### src/adcsp_pkg.sv
// Package with shared constants and types for the converter serial port block.
package adcsp_pkg;
  // ==========================================================================
  // Frame layout.
  localparam int unsigned FRAME_BITS     = 16;
  localparam int unsigned CMD_BITS       = 4;
  localparam int unsigned DATA_BITS      = 12;
  localparam logic [4:0]  EDGE_LIMIT     = 5'h10;
  localparam logic [4:0]  CHAN_READY_CNT = 5'h04;
  // ==========================================================================
  // Command and mode codes.
  localparam logic [3:0]  CMD_CFG_WRITE  = 4'hA;
  localparam logic [1:0]  MODE_ONE_SHOT  = 2'h0;
  localparam logic [1:0]  MODE_SELECT    = 2'h1;
  localparam int unsigned CMD_LIMIT_FOUR = 12;
  // ==========================================================================
  // Conversion timing in converter clocks.
  localparam logic [4:0]  CONV_CYCLES    = 5'h0C;
  // Host link clock half period in pclk cycles, less one (160 ns period at 20 ns).
  localparam int unsigned LINK_PERIOD_NS = 160;
  localparam int unsigned PCLK_NS        = 20;
  localparam logic [2:0]  SCLK_HALF      = 3'((LINK_PERIOD_NS / PCLK_NS) / 2 - 1);
  // ==========================================================================
  // Host APB register map.
  localparam logic [11:0] REG_CTRL       = 12'h000;
  localparam logic [11:0] REG_TXDATA     = 12'h004;
  localparam logic [11:0] REG_RXDATA     = 12'h008;
  localparam logic [11:0] REG_STATUS     = 12'h00C;
  localparam int unsigned CTRL_START     = 0;
  localparam int unsigned CTRL_USE_FS    = 1;
  localparam int unsigned CTRL_CONVERSION_START_PIN    = 2;
  localparam int unsigned CTRL_POWER_DOWN_PIN_N    = 3;
  localparam int unsigned ST_BUSY        = 0;
  localparam int unsigned ST_FLAG        = 1;
  typedef enum {ADCSP_IDLE, ADCSP_SETUP, ADCSP_HIGH, ADCSP_LOW, ADCSP_END} adcsp_host_state_t;
endpackage : adcsp_pkg

### src/adcsp_if.sv
// Interface joining the converter serial port and its host.
`timescale 1ns/100ps
`default_nettype none
interface adcsp_if;
  logic cs_n;
  logic sclk;
  logic sdi;
  logic frame_sync_n;
  logic conversion_start_pin_n;
  logic power_down_pin_n;
  logic sdo_o;
  logic sdo_oe;
  logic flag_n;
  // Resolved serial output as seen on the wire; floats high when undriven.
  wire  sdo = sdo_oe ? sdo_o : 1'b1;
  // ==========================================================================
  modport dev  (input cs_n, sclk, sdi, frame_sync_n, conversion_start_pin_n,
                power_down_pin_n, output sdo_o, sdo_oe, flag_n);
  modport host (output cs_n, sclk, sdi, frame_sync_n, conversion_start_pin_n,
                power_down_pin_n, input sdo, flag_n);
endinterface : adcsp_if
`default_nettype wire

### src/adcsp_dev.sv
// Device end: serial port, conversion control and flag output of the converter.
//
// The implementer's own choices: the register offsets and the APB interface to the registers.
`timescale 1ns/100ps
`default_nettype none
// Summary of operation
// RULE1: Chip select fall clears counter, enables I/O.
// RULE2: Input stops after 16 edges or select rise.
// RULE3: Host moves chip select only while SCLK low.
// RULE4: Start pin low time sets sampling, select high.
// RULE5: Mode 01 defers sampling until select rises.
// RULE6: Start pin rise ends sampling, begins conversion.
// RULE7: End flag low from sampling end to done.
// RULE8: End-of-conversion flag only in mode 00.
// RULE9: Interrupt flag low when ready, next fall clears.
// RULE10: Frame sync low after select keeps input off.
// RULE11: Frame sync fall clears counter, enables input.
// RULE12: Power-down pin stops analog; restart on activity.
// RULE13: SCLK shifts input; optional conversion clock.
// RULE14: Host keeps SCLK low when idle.
// RULE15: MSB first; leading four bits form command.
// RULE16: Configuration writes carry twelve more bits.
// RULE17: Plain timing captures input on rising SCLK.
// RULE18: Frame sync timing captures on falling SCLK.
// RULE19: Host should use start pin for slow sources.
// RULE20: Plain timing changes output on falling SCLK.
// RULE21: Frame sync timing changes output on rising SCLK.
// RULE22: Output floats after sixteenth bit.
// RULE23: Frame sync level at select fall picks timing.
module adcsp_dev
  import adcsp_pkg::*;
#(
  parameter bit FOUR_CHANNEL = 1'b0
) (
  // Clock and reset.
  input  wire logic        pclk,
  input  wire logic        presetn,
  // Serial link.
  adcsp_if.dev             link,
  // User side.
  input  wire logic [11:0] sample_value,
  output logic      [11:0] cfg_data,
  output logic      [3:0]  last_cmd,
  output logic             cmd_valid,
  output logic             sampling,
  output logic             converting,
  output logic             analog_on
);
  // ==========================================================================
  // Pin synchronisers; logic reads stage two, and prev_r behind it for edges.
  logic [4:0] s1_r;
  logic [4:0] s2_r;
  logic [4:0] prev_r;
  always_ff @(posedge pclk or negedge presetn) begin
    if (!presetn) begin
      // Idle pin levels, SCLK low, so release from reset makes no false edge.
      s1_r   <= 5'h1D;
      s2_r   <= 5'h1D;
      prev_r <= 5'h1D;
    end else begin
      s1_r   <= {link.power_down_pin_n, link.conversion_start_pin_n, link.frame_sync_n,
                 link.sclk, link.cs_n};
      s2_r   <= s1_r;
      prev_r <= s2_r;
    end
  end
  wire cs_q    = s2_r[0];
  wire sclk_q  = s2_r[1];
  wire fs_q    = s2_r[2];
  wire cst_q   = s2_r[3];
  wire power_down_pin_nq = s2_r[4];
  wire cs_fall   = prev_r[0] & ~cs_q;
  wire cs_rise   = ~prev_r[0] & cs_q;
  wire sclk_rise = ~prev_r[1] & sclk_q;
  wire sclk_fall = prev_r[1] & ~sclk_q;
  wire fs_fall   = prev_r[2] & ~fs_q;
  wire cst_fall  = prev_r[3] & ~cst_q;
  wire cst_rise  = ~prev_r[3] & cst_q;
  wire sdi_q;
  logic sdi1_r;
  logic sdi2_r;
  always_ff @(posedge pclk or negedge presetn) begin
    if (!presetn) begin
      sdi1_r <= 1'b0;
      sdi2_r <= 1'b0;
    end else begin
      sdi1_r <= link.sdi;
      sdi2_r <= sdi1_r;
    end
  end
  assign sdi_q = sdi2_r;
  // ==========================================================================
  // Frame control state.
  logic        fs_mode_r;
  logic        in_en_r;
  logic [4:0]  edge_cnt_r;
  logic [15:0] shift_r;
  logic [15:0] out_r;
  logic        sdo_oe_r;
  logic [4:0]  out_cnt_r;
  logic [1:0]  conv_mode_r;
  logic        flag_int_r;
  // Timing choice at chip select fall, frame sync level sampled then.
  wire fs_mode_now = cs_fall ? ~fs_q : fs_mode_r;                // [RULE23]
  wire start_frame = cs_fall | (fs_fall & ~cs_q);                // [RULE1] [RULE11]
  // A frame sync falling together with select is an active one and opens input.
  wire frame_on    = fs_fall | (cs_fall ? fs_q : in_en_r);       // [RULE10]
  // Capture edge depends on the timing chosen for the frame.
  wire cap_edge    = fs_mode_r ? sclk_fall : sclk_rise;          // [RULE17] [RULE18]
  wire out_edge    = fs_mode_r ? sclk_rise : sclk_fall;          // [RULE20] [RULE21]
  wire last_edge   = in_en_r & cap_edge & (edge_cnt_r == EDGE_LIMIT - 5'h01);
  wire [3:0] cmd_w = shift_r[14:11];
  wire cmd_ok      = !FOUR_CHANNEL || (int'(cmd_w) < CMD_LIMIT_FOUR); // [RULE15]
  // Input shifter and edge counter, MSB first.
  always_ff @(posedge pclk or negedge presetn) begin
    if (!presetn) begin
      fs_mode_r  <= 1'b0;
      in_en_r    <= 1'b0;
      edge_cnt_r <= 5'h00;
      shift_r    <= 16'h0000;
      cmd_valid  <= 1'b0;
      last_cmd   <= 4'h0;
      cfg_data   <= 12'h000;
      conv_mode_r <= MODE_ONE_SHOT;
    end else begin
      fs_mode_r <= fs_mode_now;
      cmd_valid <= 1'b0;
      if (cs_rise) begin
        in_en_r <= 1'b0;                                          // [RULE2]
      end else if (start_frame) begin
        edge_cnt_r <= 5'h00;                                      // [RULE1] [RULE11]
        in_en_r    <= frame_on;
      end else if (in_en_r && cap_edge) begin
        shift_r    <= {shift_r[14:0], sdi_q};                     // [RULE13] [RULE15]
        edge_cnt_r <= edge_cnt_r + 5'h01;
        if (last_edge) begin
          in_en_r   <= 1'b0;                                      // [RULE2]
          last_cmd  <= shift_r[14:11];
          cmd_valid <= cmd_ok;
          if (shift_r[14:11] == CMD_CFG_WRITE) begin
            cfg_data    <= {shift_r[10:0], sdi_q};                // [RULE16]
            conv_mode_r <= shift_r[3:2];
          end
        end
      end
    end
  end
  // ==========================================================================
  // Output shifter: MSB presented at frame start, floats after bit sixteen.
  always_ff @(posedge pclk or negedge presetn) begin
    if (!presetn) begin
      out_r     <= 16'h0000;
      sdo_oe_r  <= 1'b0;
      out_cnt_r <= 5'h00;
    end else if (cs_q) begin
      sdo_oe_r  <= 1'b0;
    end else if (start_frame && frame_on) begin
      out_r     <= {sample_value, 4'h0};
      sdo_oe_r  <= 1'b1;                                          // [RULE1]
      out_cnt_r <= 5'h01;
    end else if (sdo_oe_r && out_edge) begin
      if (out_cnt_r == EDGE_LIMIT) begin
        sdo_oe_r <= 1'b0;                                         // [RULE22]
      end else begin
        out_r     <= {out_r[14:0], 1'b0};
        out_cnt_r <= out_cnt_r + 5'h01;
      end
    end
  end
  // ==========================================================================
  // Sampling and conversion. SCLK paces the conversion while selected and pclk while deselected, so no oscillator model is needed.
  logic        arm_r;
  logic [4:0]  conv_cnt_r;
  wire cst_arm  = cst_fall & (cs_q | (conv_mode_r == MODE_SELECT)); // [RULE5]
  wire samp_go  = cs_q & (arm_r | (cst_fall & cs_q));              // [RULE4] [RULE5]
  wire conv_go  = sampling & cst_rise & cs_q;                      // [RULE6]
  wire conv_end = converting & (conv_cnt_r == CONV_CYCLES);
  always_ff @(posedge pclk or negedge presetn) begin
    if (!presetn) begin
      arm_r      <= 1'b0;
      sampling   <= 1'b0;
      converting <= 1'b0;
      conv_cnt_r <= 5'h00;
      analog_on  <= 1'b1;
      flag_int_r <= 1'b1;
    end else begin
      if (!power_down_pin_nq) begin
        analog_on <= 1'b0;                                        // [RULE12]
        arm_r     <= 1'b0;
        sampling  <= 1'b0;
        converting <= 1'b0;
      end else begin
        if (!analog_on && (cs_fall || fs_fall || cst_fall)) begin
          analog_on <= 1'b1;                                      // [RULE12]
        end
        if (cst_arm && !cs_q) arm_r <= 1'b1;
        else if (samp_go) arm_r <= 1'b0;
        if (samp_go && cst_q == 1'b0) sampling <= 1'b1;
        if (conv_go) begin
          sampling   <= 1'b0;
          converting <= 1'b1;
          conv_cnt_r <= 5'h00;
        end else if (converting && (sclk_rise || cs_q)) begin
          conv_cnt_r <= conv_cnt_r + 5'h01;                       // [RULE13]
        end
        if (conv_end) converting <= 1'b0;
      end
      // Flag: set on completion wins over clear by the next frame.
      if (conv_end) flag_int_r <= 1'b0;                           // [RULE9]
      else if (start_frame) flag_int_r <= 1'b1;                   // [RULE9]
    end
  end
  // End-of-conversion form applies only in one-shot mode.
  wire eoc_mode = (conv_mode_r == MODE_ONE_SHOT);                 // [RULE8]
  logic flag_r;
  always_ff @(posedge pclk or negedge presetn) begin
    if (!presetn) flag_r <= 1'b1;
    else flag_r <= eoc_mode ? ~(converting & ~conv_end) : flag_int_r; // [RULE7]
  end
  assign link.sdo_o  = out_r[15];
  assign link.sdo_oe = sdo_oe_r;
  assign link.flag_n = flag_r;
endmodule : adcsp_dev
`default_nettype wire

### src/flat_wrapper.sv
// flat-port wrapper written by rule: the top's interface ports become plain ports
module adcsp_dev_flat import adcsp_pkg::*;
#(
  parameter bit FOUR_CHANNEL = 1'b0
)
  (pclk, presetn, sample_value, cfg_data, last_cmd, cmd_valid, sampling, converting, analog_on, link_cs_n, link_sclk, link_sdi, link_frame_sync_n, link_conversion_start_pin_n, link_power_down_pin_n, link_sdo_o, link_sdo_oe, link_flag_n);
  adcsp_if link_i ();
  input  wire logic pclk;
  input  wire logic presetn;
  input  wire logic [11:0] sample_value;
  output logic      [11:0] cfg_data;
  output logic      [3:0] last_cmd;
  output logic cmd_valid;
  output logic sampling;
  output logic converting;
  output logic analog_on;
  input wire logic [$bits(link_i.cs_n)-1:0] link_cs_n;
  input wire logic [$bits(link_i.sclk)-1:0] link_sclk;
  input wire logic [$bits(link_i.sdi)-1:0] link_sdi;
  input wire logic [$bits(link_i.frame_sync_n)-1:0] link_frame_sync_n;
  input wire logic [$bits(link_i.conversion_start_pin_n)-1:0] link_conversion_start_pin_n;
  input wire logic [$bits(link_i.power_down_pin_n)-1:0] link_power_down_pin_n;
  output wire logic [$bits(link_i.sdo_o)-1:0] link_sdo_o;
  output wire logic [$bits(link_i.sdo_oe)-1:0] link_sdo_oe;
  output wire logic [$bits(link_i.flag_n)-1:0] link_flag_n;
  assign link_i.cs_n = link_cs_n;
  assign link_i.sclk = link_sclk;
  assign link_i.sdi = link_sdi;
  assign link_i.frame_sync_n = link_frame_sync_n;
  assign link_i.conversion_start_pin_n = link_conversion_start_pin_n;
  assign link_i.power_down_pin_n = link_power_down_pin_n;
  assign link_sdo_o = link_i.sdo_o;
  assign link_sdo_oe = link_i.sdo_oe;
  assign link_flag_n = link_i.flag_n;
  adcsp_dev #(.FOUR_CHANNEL(FOUR_CHANNEL)) u_core (.pclk(pclk), .presetn(presetn), .link(link_i), .sample_value(sample_value), .cfg_data(cfg_data), .last_cmd(last_cmd), .cmd_valid(cmd_valid), .sampling(sampling), .converting(converting), .analog_on(analog_on));
endmodule
### config.mk
export PLATFORM = sky130hd
export DESIGN_NAME = adcsp_dev_flat
export DESIGN_NICKNAME = d
export VERILOG_FILES = /design/src/adcsp_pkg.sv /design/src/adcsp_if.sv /design/src/adcsp_dev.sv /design/src/flat_wrapper.sv
export SDC_FILE = /design/constraint.sdc
export NUM_CORES = 1
export LEC_CHECK = 0
export ABC_AREA = 1
export BUFFER_PORTS_ARGS = -buffer_cell sky130_fd_sc_hd__buf_2
export CAP_MARGIN = 40
export CORE_ASPECT_RATIO = 2
export CORE_MARGIN = 8
export CORE_UTILIZATION = 55
export CTS_BUF_LIST = sky130_fd_sc_hd__clkbuf_4 sky130_fd_sc_hd__clkbuf_8
export CTS_CLUSTER_DIAMETER = 120
export DETAILED_ROUTE_END_ITERATION = 8
export PLACE_DENSITY = 0.82
export SLEW_MARGIN = 20
export SYNTH_ARGS = -nofsm -noshare
export SYNTH_HDL_FRONTEND = slang
export SYNTH_SLANG_ARGS = --single-unit
### constraint.sdc
create_clock -name pclk -period 3.9 [get_ports pclk]
set_input_delay 0 -clock pclk [delete_from_list [all_inputs] [get_ports pclk]]
set_output_delay 0 -clock pclk [all_outputs]
set_load 0.05 [all_outputs]
==> results of run 1 <==
==> metal layers <==
metal	vias up	share of wire (%)	track usage, %
li1	1395	-	-
met1	1315	44	20.5
met2	59	50	27.0
met3	15	4.1	4.36
met4	0	2.6	9.49
met5	-	0	0
==> cell usage after synthesis <==
master     n  area (um^2)
nor3_1     4         20.0
xor2_1     5         43.8
inv_2      4         15.0
buf_6      3         33.8
dfstp_2   14          368
xnor2_1    2         17.5
or2_2      2         12.5
nand3_4    1         17.5
nand2_2    2         12.5
dfrtp_1   70         1750
nand3_2    2         20.0
a31oi_1    1         6.26
nor2_1    16         60.1
inv_4      1         6.26
and3_1     1         6.26
nand2_1  148          556
nand3_1   34          170
o21ai_1   13         65.1
a21oi_1    5         25.0
o21ai_0   18         90.1
buf_4      1         7.51
nor2_2     3         18.8
nand2_4    1         11.3
ha_1       6         75.1
o21ai_4    1         16.3
nand4_1    5         31.3
buf_2      6         30.0
nor2_4     1         11.3
inv_1     30          113
==> state kept, by name, indices dropped and copies added (netlist names), 4 cells and up <==
signal	cells
u_core.shift_r	15
u_core.out_r	12
u_core.cfg_data	11
u_core.conv_cnt_r	5
u_core.edge_cnt_r	5
u_core.out_cnt_r	5
u_core.s1_r	5
u_core.s2_r	5
u_core.last_cmd	4
u_core.prev_r	4
==> power by group <==
part           switching (mW)  total (mW)  leakage (nW)  internal [mW]
Sequential             0.0505        1.00          1.08          0.952
Clock                   0.305       0.542        0.0817          0.237
Combinational           0.149       0.235          1.07         0.0859
==> critical path, cell delays in order (launching register included) <==
cell and delay [ps]:
dfstp_2 590, inv_2 90, nand2_4 110, nand2_2 80, nor2_2 110, nand2_1 400, inv_2 370, nand2_1 100
nand2_1 70
==> cell families (layout without fill, tap and decap cells) <==
group | count (synthesis) | after routing | synth area share (%)
adders and majority gates | 6 | 6 | 2.08
AOI/OAI and AO/OA | 38 | 38 | 5.61
and+or+nand+nor | 220 | 220 | 26.2
buffers and inverters | 45 | 114 | 5.68
xor gates and xnor gates | 7 | 7 | 1.70
DFF | 84 | 84 | 58.7
==> per-stage QoR <==
step | instance area (um^2) | worst slack, ps | hold slack [ps]
detailed placement | 3900 | 1880 | -58.8
finish | 4260 | 1910 | 99.0
CTS | 4260 | 1910 | 95.1
floorplan | 3610 | 2320 | -296
global route | 4260 | 1660 | 122
global placement | 3870 | 1950 | 106
==> repair_timing <==
| item | in CTS | in global routing |
|---|---|---|
| endpoints found under the hold margin | 95 | 0 |
| setup buffers | 0 | 0 |
| gates resized for setup | 0 | 0 |
| hold buffers | 19 | 0 |
==> how the worst max path moves through the flow <==
stage,startpoint,endpoint,slack (ps),cells past startpoint
6_report,u_core.s2_r[0],u_core.shift_r[10],1910,8
5_1_grt,u_core.s2_r[0],u_core.shift_r[10],1660,8
4_1_cts,u_core.s2_r[0],u_core.shift_r[12],1910,7
3_5_place_dp,u_core.s2_r[0],u_core.shift_r[12],1880,7
3_3_place_gp,u_core.s2_r[0],u_core.shift_r[12],1950,7
2_1_floorplan,u_core.link.sdo_oe,u_core.out_r[15],2320,8
==> cell type report <==
| class | instances | area, um^2 | share of cell area (%) |
|---|---|---|---|
| Clock inverter | 6 | 41.3 | 0.969 |
| Inverter | 35 | 134 | 3.14 |
| Timing Repair Buffer | 63 | 438 | 10.3 |
| Sequential cell | 84 | 2120 | 49.8 |
| Clock buffer | 10 | 131 | 3.08 |
| Multi-Input combinational cell | 271 | 1290 | 30.2 |
| Tap cell | 88 | 110 | 2.58 |
==> reports/summary.txt, run 1 <==
F_max: 0.504 GHz
Reg clk slew, reported paths: 80 ps
Capturing point of the worst reg2reg path: u_core.shift_r[10]
1st-pass router iterations: 4
Commonest non-fill, non-tap cells in the layout: nand2_1 (148), dfrtp_1 (70), buf_2 (41)
Post-synth cell types: 29
Width of the die: 73.3 um
Area growth syn-to-layout: 18.0%
Final setup violation count: 0
Vias: 2784
Max-slew violations: 0
Lkg Pwr: 2.24 nW
H-tree depth: 3
Post-Syn Nets: 426
Nets: 490
Wirelength, routed: 7390 um
Reg2reg start: u_core.s2_r[0]
Row count: 42
Post-detailed-route wirelength per cell: 13.3 um
Crit. End Element: register
Post-route DRC: 0
Placer Congestion: 0.846
IO Pins: 43
Setup slack, reg-to-reg: 1910 ps
CTS Buffer Depth: 2
R2R cell count: 8
Synth Register Bits: 84
Critical Path RT: 4190 ps
Pin count of the biggest net entering global routing: 58
Seq/Total Area, Yosys: 58.7%
Starting DRT DRC Count: 159
Antenna fix cells: 0
Maximum fanout along the worst path: 21
Port buffer count: 42
Class of the worst hold path: input pin to async pin
Global Route Usage Sum: 17.0%
Initial antenna violation count: 0
Worst skew pair latency: 350 ps
Power Density: 418 nW/um^2
Worst-margin pin slew: 646 ps
Clock Sinks: 84
VDD IR max: 273 uV
Yosys warnings: 0
Status: finished clean
Gate Count Post-Synth: 400
Crit path time final: 1990 ps
Antenna Violating Nets Remaining: 0
CTS Buf Count: 9
Final Util: 65.9%
Unrepaired setup endpoints after global routing: no
Setup Crit Path Kind: register to register
Core Area: 6460 um^2
Final period utilization: 50.9%
Placed insts: 522
Startpoint type of the worst setup path: register
Layout cells sized above 1: 19.6%
Fillers: 525
CP arrival: 2270 ps
Most common cell after layout, fill and taps aside: nand2_1
Maxcap violations: 0
Die H: 131 um
DP Wirelength: 5010 um
Starting Density: 55.9%
Clock Skew: 5.99 ps
Total Power: 1.78 mW
Syn avg cell area: 9.03 um^2
Die area: 9570 um^2
Clock Tree Root: clkbuf_8
Vias in the first global route: 2734
Setup TNS: 0 ps
Overflow after GRT: 0
Vias/cell: 5.00
Max_slew headroom: 56.8%
First-pass GRT wire length: 12600 um
Final Hold Violating Endpoints: 0
Final std cells w/o fill: 557
CTS tree: done
Mapped Area: 3610 um^2
Power figures use the tool's default switching activity.
==> run 2: changes to the inputs <==
--- a/config.mk
+++ b/config.mk
@@ -5,7 +5,7 @@
 export SDC_FILE = /design/constraint.sdc
 export NUM_CORES = 1
 export LEC_CHECK = 0
-export ABC_AREA = 1
+export ABC_AREA = 0
 export BUFFER_PORTS_ARGS = -buffer_cell sky130_fd_sc_hd__buf_2
 export CAP_MARGIN = 40
 export CORE_ASPECT_RATIO = 2
==> constraint.sdc (replaced) <==
create_clock -name pclk -period 1.95 [get_ports pclk]
set_input_delay 0 -clock pclk [delete_from_list [all_inputs] [get_ports pclk]]
set_output_delay 0 -clock pclk [all_outputs]
set_load 0.05 [all_outputs]
==> run 2 against run 1 <==
Worst setup slack worse by 1800 ps. Non-clock buffer count up 6. Flip-flop and latch count unchanged. Register-to-register slack worse by 1800 ps. Die area down 2.8%. Clock power up 96%. First-iteration DRC count up 7.5%. Sequential share of layout area up 0.58 points. Critical path type unchanged. Highest routed layer unchanged.
==> reports/summary.txt, run 2 <==
Syn avg cell area: 12.0 um^2
Nets: 388
R2R cell count: 7
Post-synth top area cell: dfrtp_1
Crit. End Element: register
Clock Skew: 7.43 ps
Startpoint type of the worst setup path: register
Area growth syn-to-layout: 20.6%
Gate Count Post-Synth: 292
CTS Buffer Depth: 2
Wirelength, routed: 6750 um
Post-synth EDFFs: 0
Commonest non-fill, non-tap cells in the layout: dfrtp_1 (70), buf_2 (41), a21oi_1 (31)
Count leader, synth: dfrtp_1
Largest registers: u_core.shift_r: 15 flops, u_core.out_r: 12 flops, u_core.cfg_data: 11 flops
Most common cell after layout, fill and taps aside: dfrtp_1
Post-Syn Nets: 318
Pin count of the biggest net entering global routing: 52
Slowest-stage cell, CP: dfrtp_1
Critical Path Sink: u_core.conv_mode_r[0]
Die H: 129 um
Synth Register Bits: 84
IO Pins: 43
1st-pass router iterations: 5
Antenna Violating Nets Remaining: 0
Ranking of synthesized cells by area: dfrtp_1 (50%), dfstp_2 (11%), mux2_2 (6.1%)
Final Hold Violating Endpoints: 0
Post-detailed-route wirelength per cell: 14.9 um
H-tree depth: 3
Port buffer count: 42
Worst setup startpoint: u_core.edge_cnt_r[0]
Final setup violation count: 0
Mapped Area: 3490 um^2
Starting Density: 56.2%
Yosys warnings: 0
Final Util: 67.8%
Layout cells sized above 1: 28.1%
Fin area: 4210 um^2
Share of synthesized registers carrying an async set or reset: 100%
Power Density: 806 nW/um^2
Reg2reg start: u_core.edge_cnt_r[0]
Setup TNS: 0 ps
Reg clk slew, reported paths: 70 ps
Clock Sinks: 84
CTS Buf Count: 9
VDD IR max: 599 uV
Ys flop type: dfrtp_1
Setup slack, reg-to-reg: 70 ps
Post-route DRC: 0
Row count: 41
Worst-margin pin slew: 550 ps
Maxcap violations: 0
Lkg Pwr: 2.05 nW
Maximum fanout along the worst path: 12
Logic pwr share: 10.6%
Sw frac: 24.8%
CP arrival: 2100 ps
Vias: 2420
Dpl cell area: 3840 um^2
Max_slew headroom: 63.4%
Largest Register: u_core.shift_r
Sequential fraction of design power: 58.1%
Crit-path max cell delay: 410 ps
Post-synth cell types: 47
Final setup margin: 74.7 ps
CTS tree: done
Clock Tree Root: clkbuf_8
Status: finished clean
First-pass GRT wire length: 11700 um
Max-slew violations: 0
Placer Congestion: 0.790
Antenna fix cells: 0
Vias in the first global route: 2483
Final period utilization: 96.2%
F_max: 0.533 GHz
Crit path time final: 1880 ps
Capturing point of the worst reg2reg path: u_core.conv_mode_r[0]
Pint: 2.55 mW
Largest register FFs: 15
Critical Path RT: 2170 ps
Switching pwr: 0.841 mW
DP Wirelength: 4800 um
Most frequent cells after synthesis: dfrtp_1 (70), a21oi_1 (31), nand2_1 (29)
Worst skew pair latency: 350 ps
Crit-path cells: ha_2 > and3_1 > ha_1 > a21boi_2 > nand4_1 > buf_12 > mux2_1
Global Route Usage Sum: 16.2%
Width of the die: 72.3 um
Starting DRT DRC Count: 171
Initial antenna violation count: 0
Die area: 9310 um^2
Class of the worst hold path: input pin to async pin
Clock share of power: 31.3%
Setup Crit Path Kind: register to register
DP Worst Slack: 30.6 ps
Top cell type's share of synthesized area: 50.2%
Seq/Total Area, Yosys: 60.7%
Core Area: 6210 um^2
Unrepaired setup endpoints after global routing: yes
Overflow after GRT: 0
Vias/cell: 5.35
[run 2: cell count changes after synthesis, moves of 5 or more]
cell     before  now
a21oi_1       5   31
o21ai_0      18    9
inv_1        30   12
o21ai_1      13    2
nand2_1     148   29
nor2_1       16   22
mux2_2        0   19
mux2_1        0   12
xor2_1        5    0
nand3_1      34    4
[run 2: worst min-delay path by stage]
stage,startpoint,end,slack [ps],depth (start not counted)
after floorplan,presetn,u_core.arm_r,-300,0
after global placement,presetn,u_core.conv_cnt_r[3],-40,1
after detailed placement,presetn,u_core.conv_cnt_r[3],-30,1
after CTS,presetn,u_core.sampling,120,2
after global routing,presetn,u_core.arm_r,160,2
final,presetn,u_core.conv_cnt_r[3],140,2
[run 2: routing by layer]
metal	GRT usage, %	share of wire [%]
met1	18.7	41
met5	0	0
met3	5.30	4.8
met2	26.4	52
met4	7.15	1.9
[run 2: cell families after synthesis]
logic type / after synthesis / share of synthesized area [%]
adders and majority gates: 6 / 2.15
muxes: 33 / 10.6
xor gates and xnor gates: 2 / 0.502
DFF: 84 / 60.7
AOI/OAI and AO/OA: 59 / 10.6
buffers and inverters: 22 / 3.05
and+or+nand+nor: 86 / 12.4
[run 2: cell type report]
class,count,area [um^2]
flip-flops and latches,84,2120
clock buffers,13,154
clock inverters,2,12.5
multi-input cells,186,1270
inverters,12,45.0
repair buffers,69,500
fillers,477,2000
well taps,86,108
[run 2: worst max-delay path: cells and delay by family, from the launching register on]
kind / cells / cell delay (ps)
buffers and inverters: 1 / 150
DFF: 1 / 410
and+or+nand+nor: 2 / 300
muxes: 1 / 340
adders and majority gates: 2 / 390
AOI/OAI and AO/OA: 1 / 160
[run 2: power by group through the flow]
stage	Clock (mW)	Combinational (mW)	Sequential, mW
after global placement	0	0.314	1.99
after detailed placement	0	0.332	2.00
after global routing	1.15	0.405	1.99
final	1.06	0.359	1.97
after CTS	1.10	0.362	1.97
after floorplan	0	0.194	2.01
[run 2: stage by stage]
step / power (mW) / hold WS [ps] / std cells
floorplan: 2.20 / -296 / 292
global placement: 2.31 / -39.4 / 417
detailed placement: 2.33 / -34.6 / 417
CTS: 3.43 / 124 / 451
global route: 3.55 / 157 / 452
finish: 3.39 / 135 / 452
[run 2: repair_timing]
item / in CTS / in global routing
hold buffers: 19 / 0
buffers inserted: 0 / 1
endpoints found under the hold margin: 101 / 0
resized for setup: 0 / 3
endpoints found under the setup margin: 0 / 27
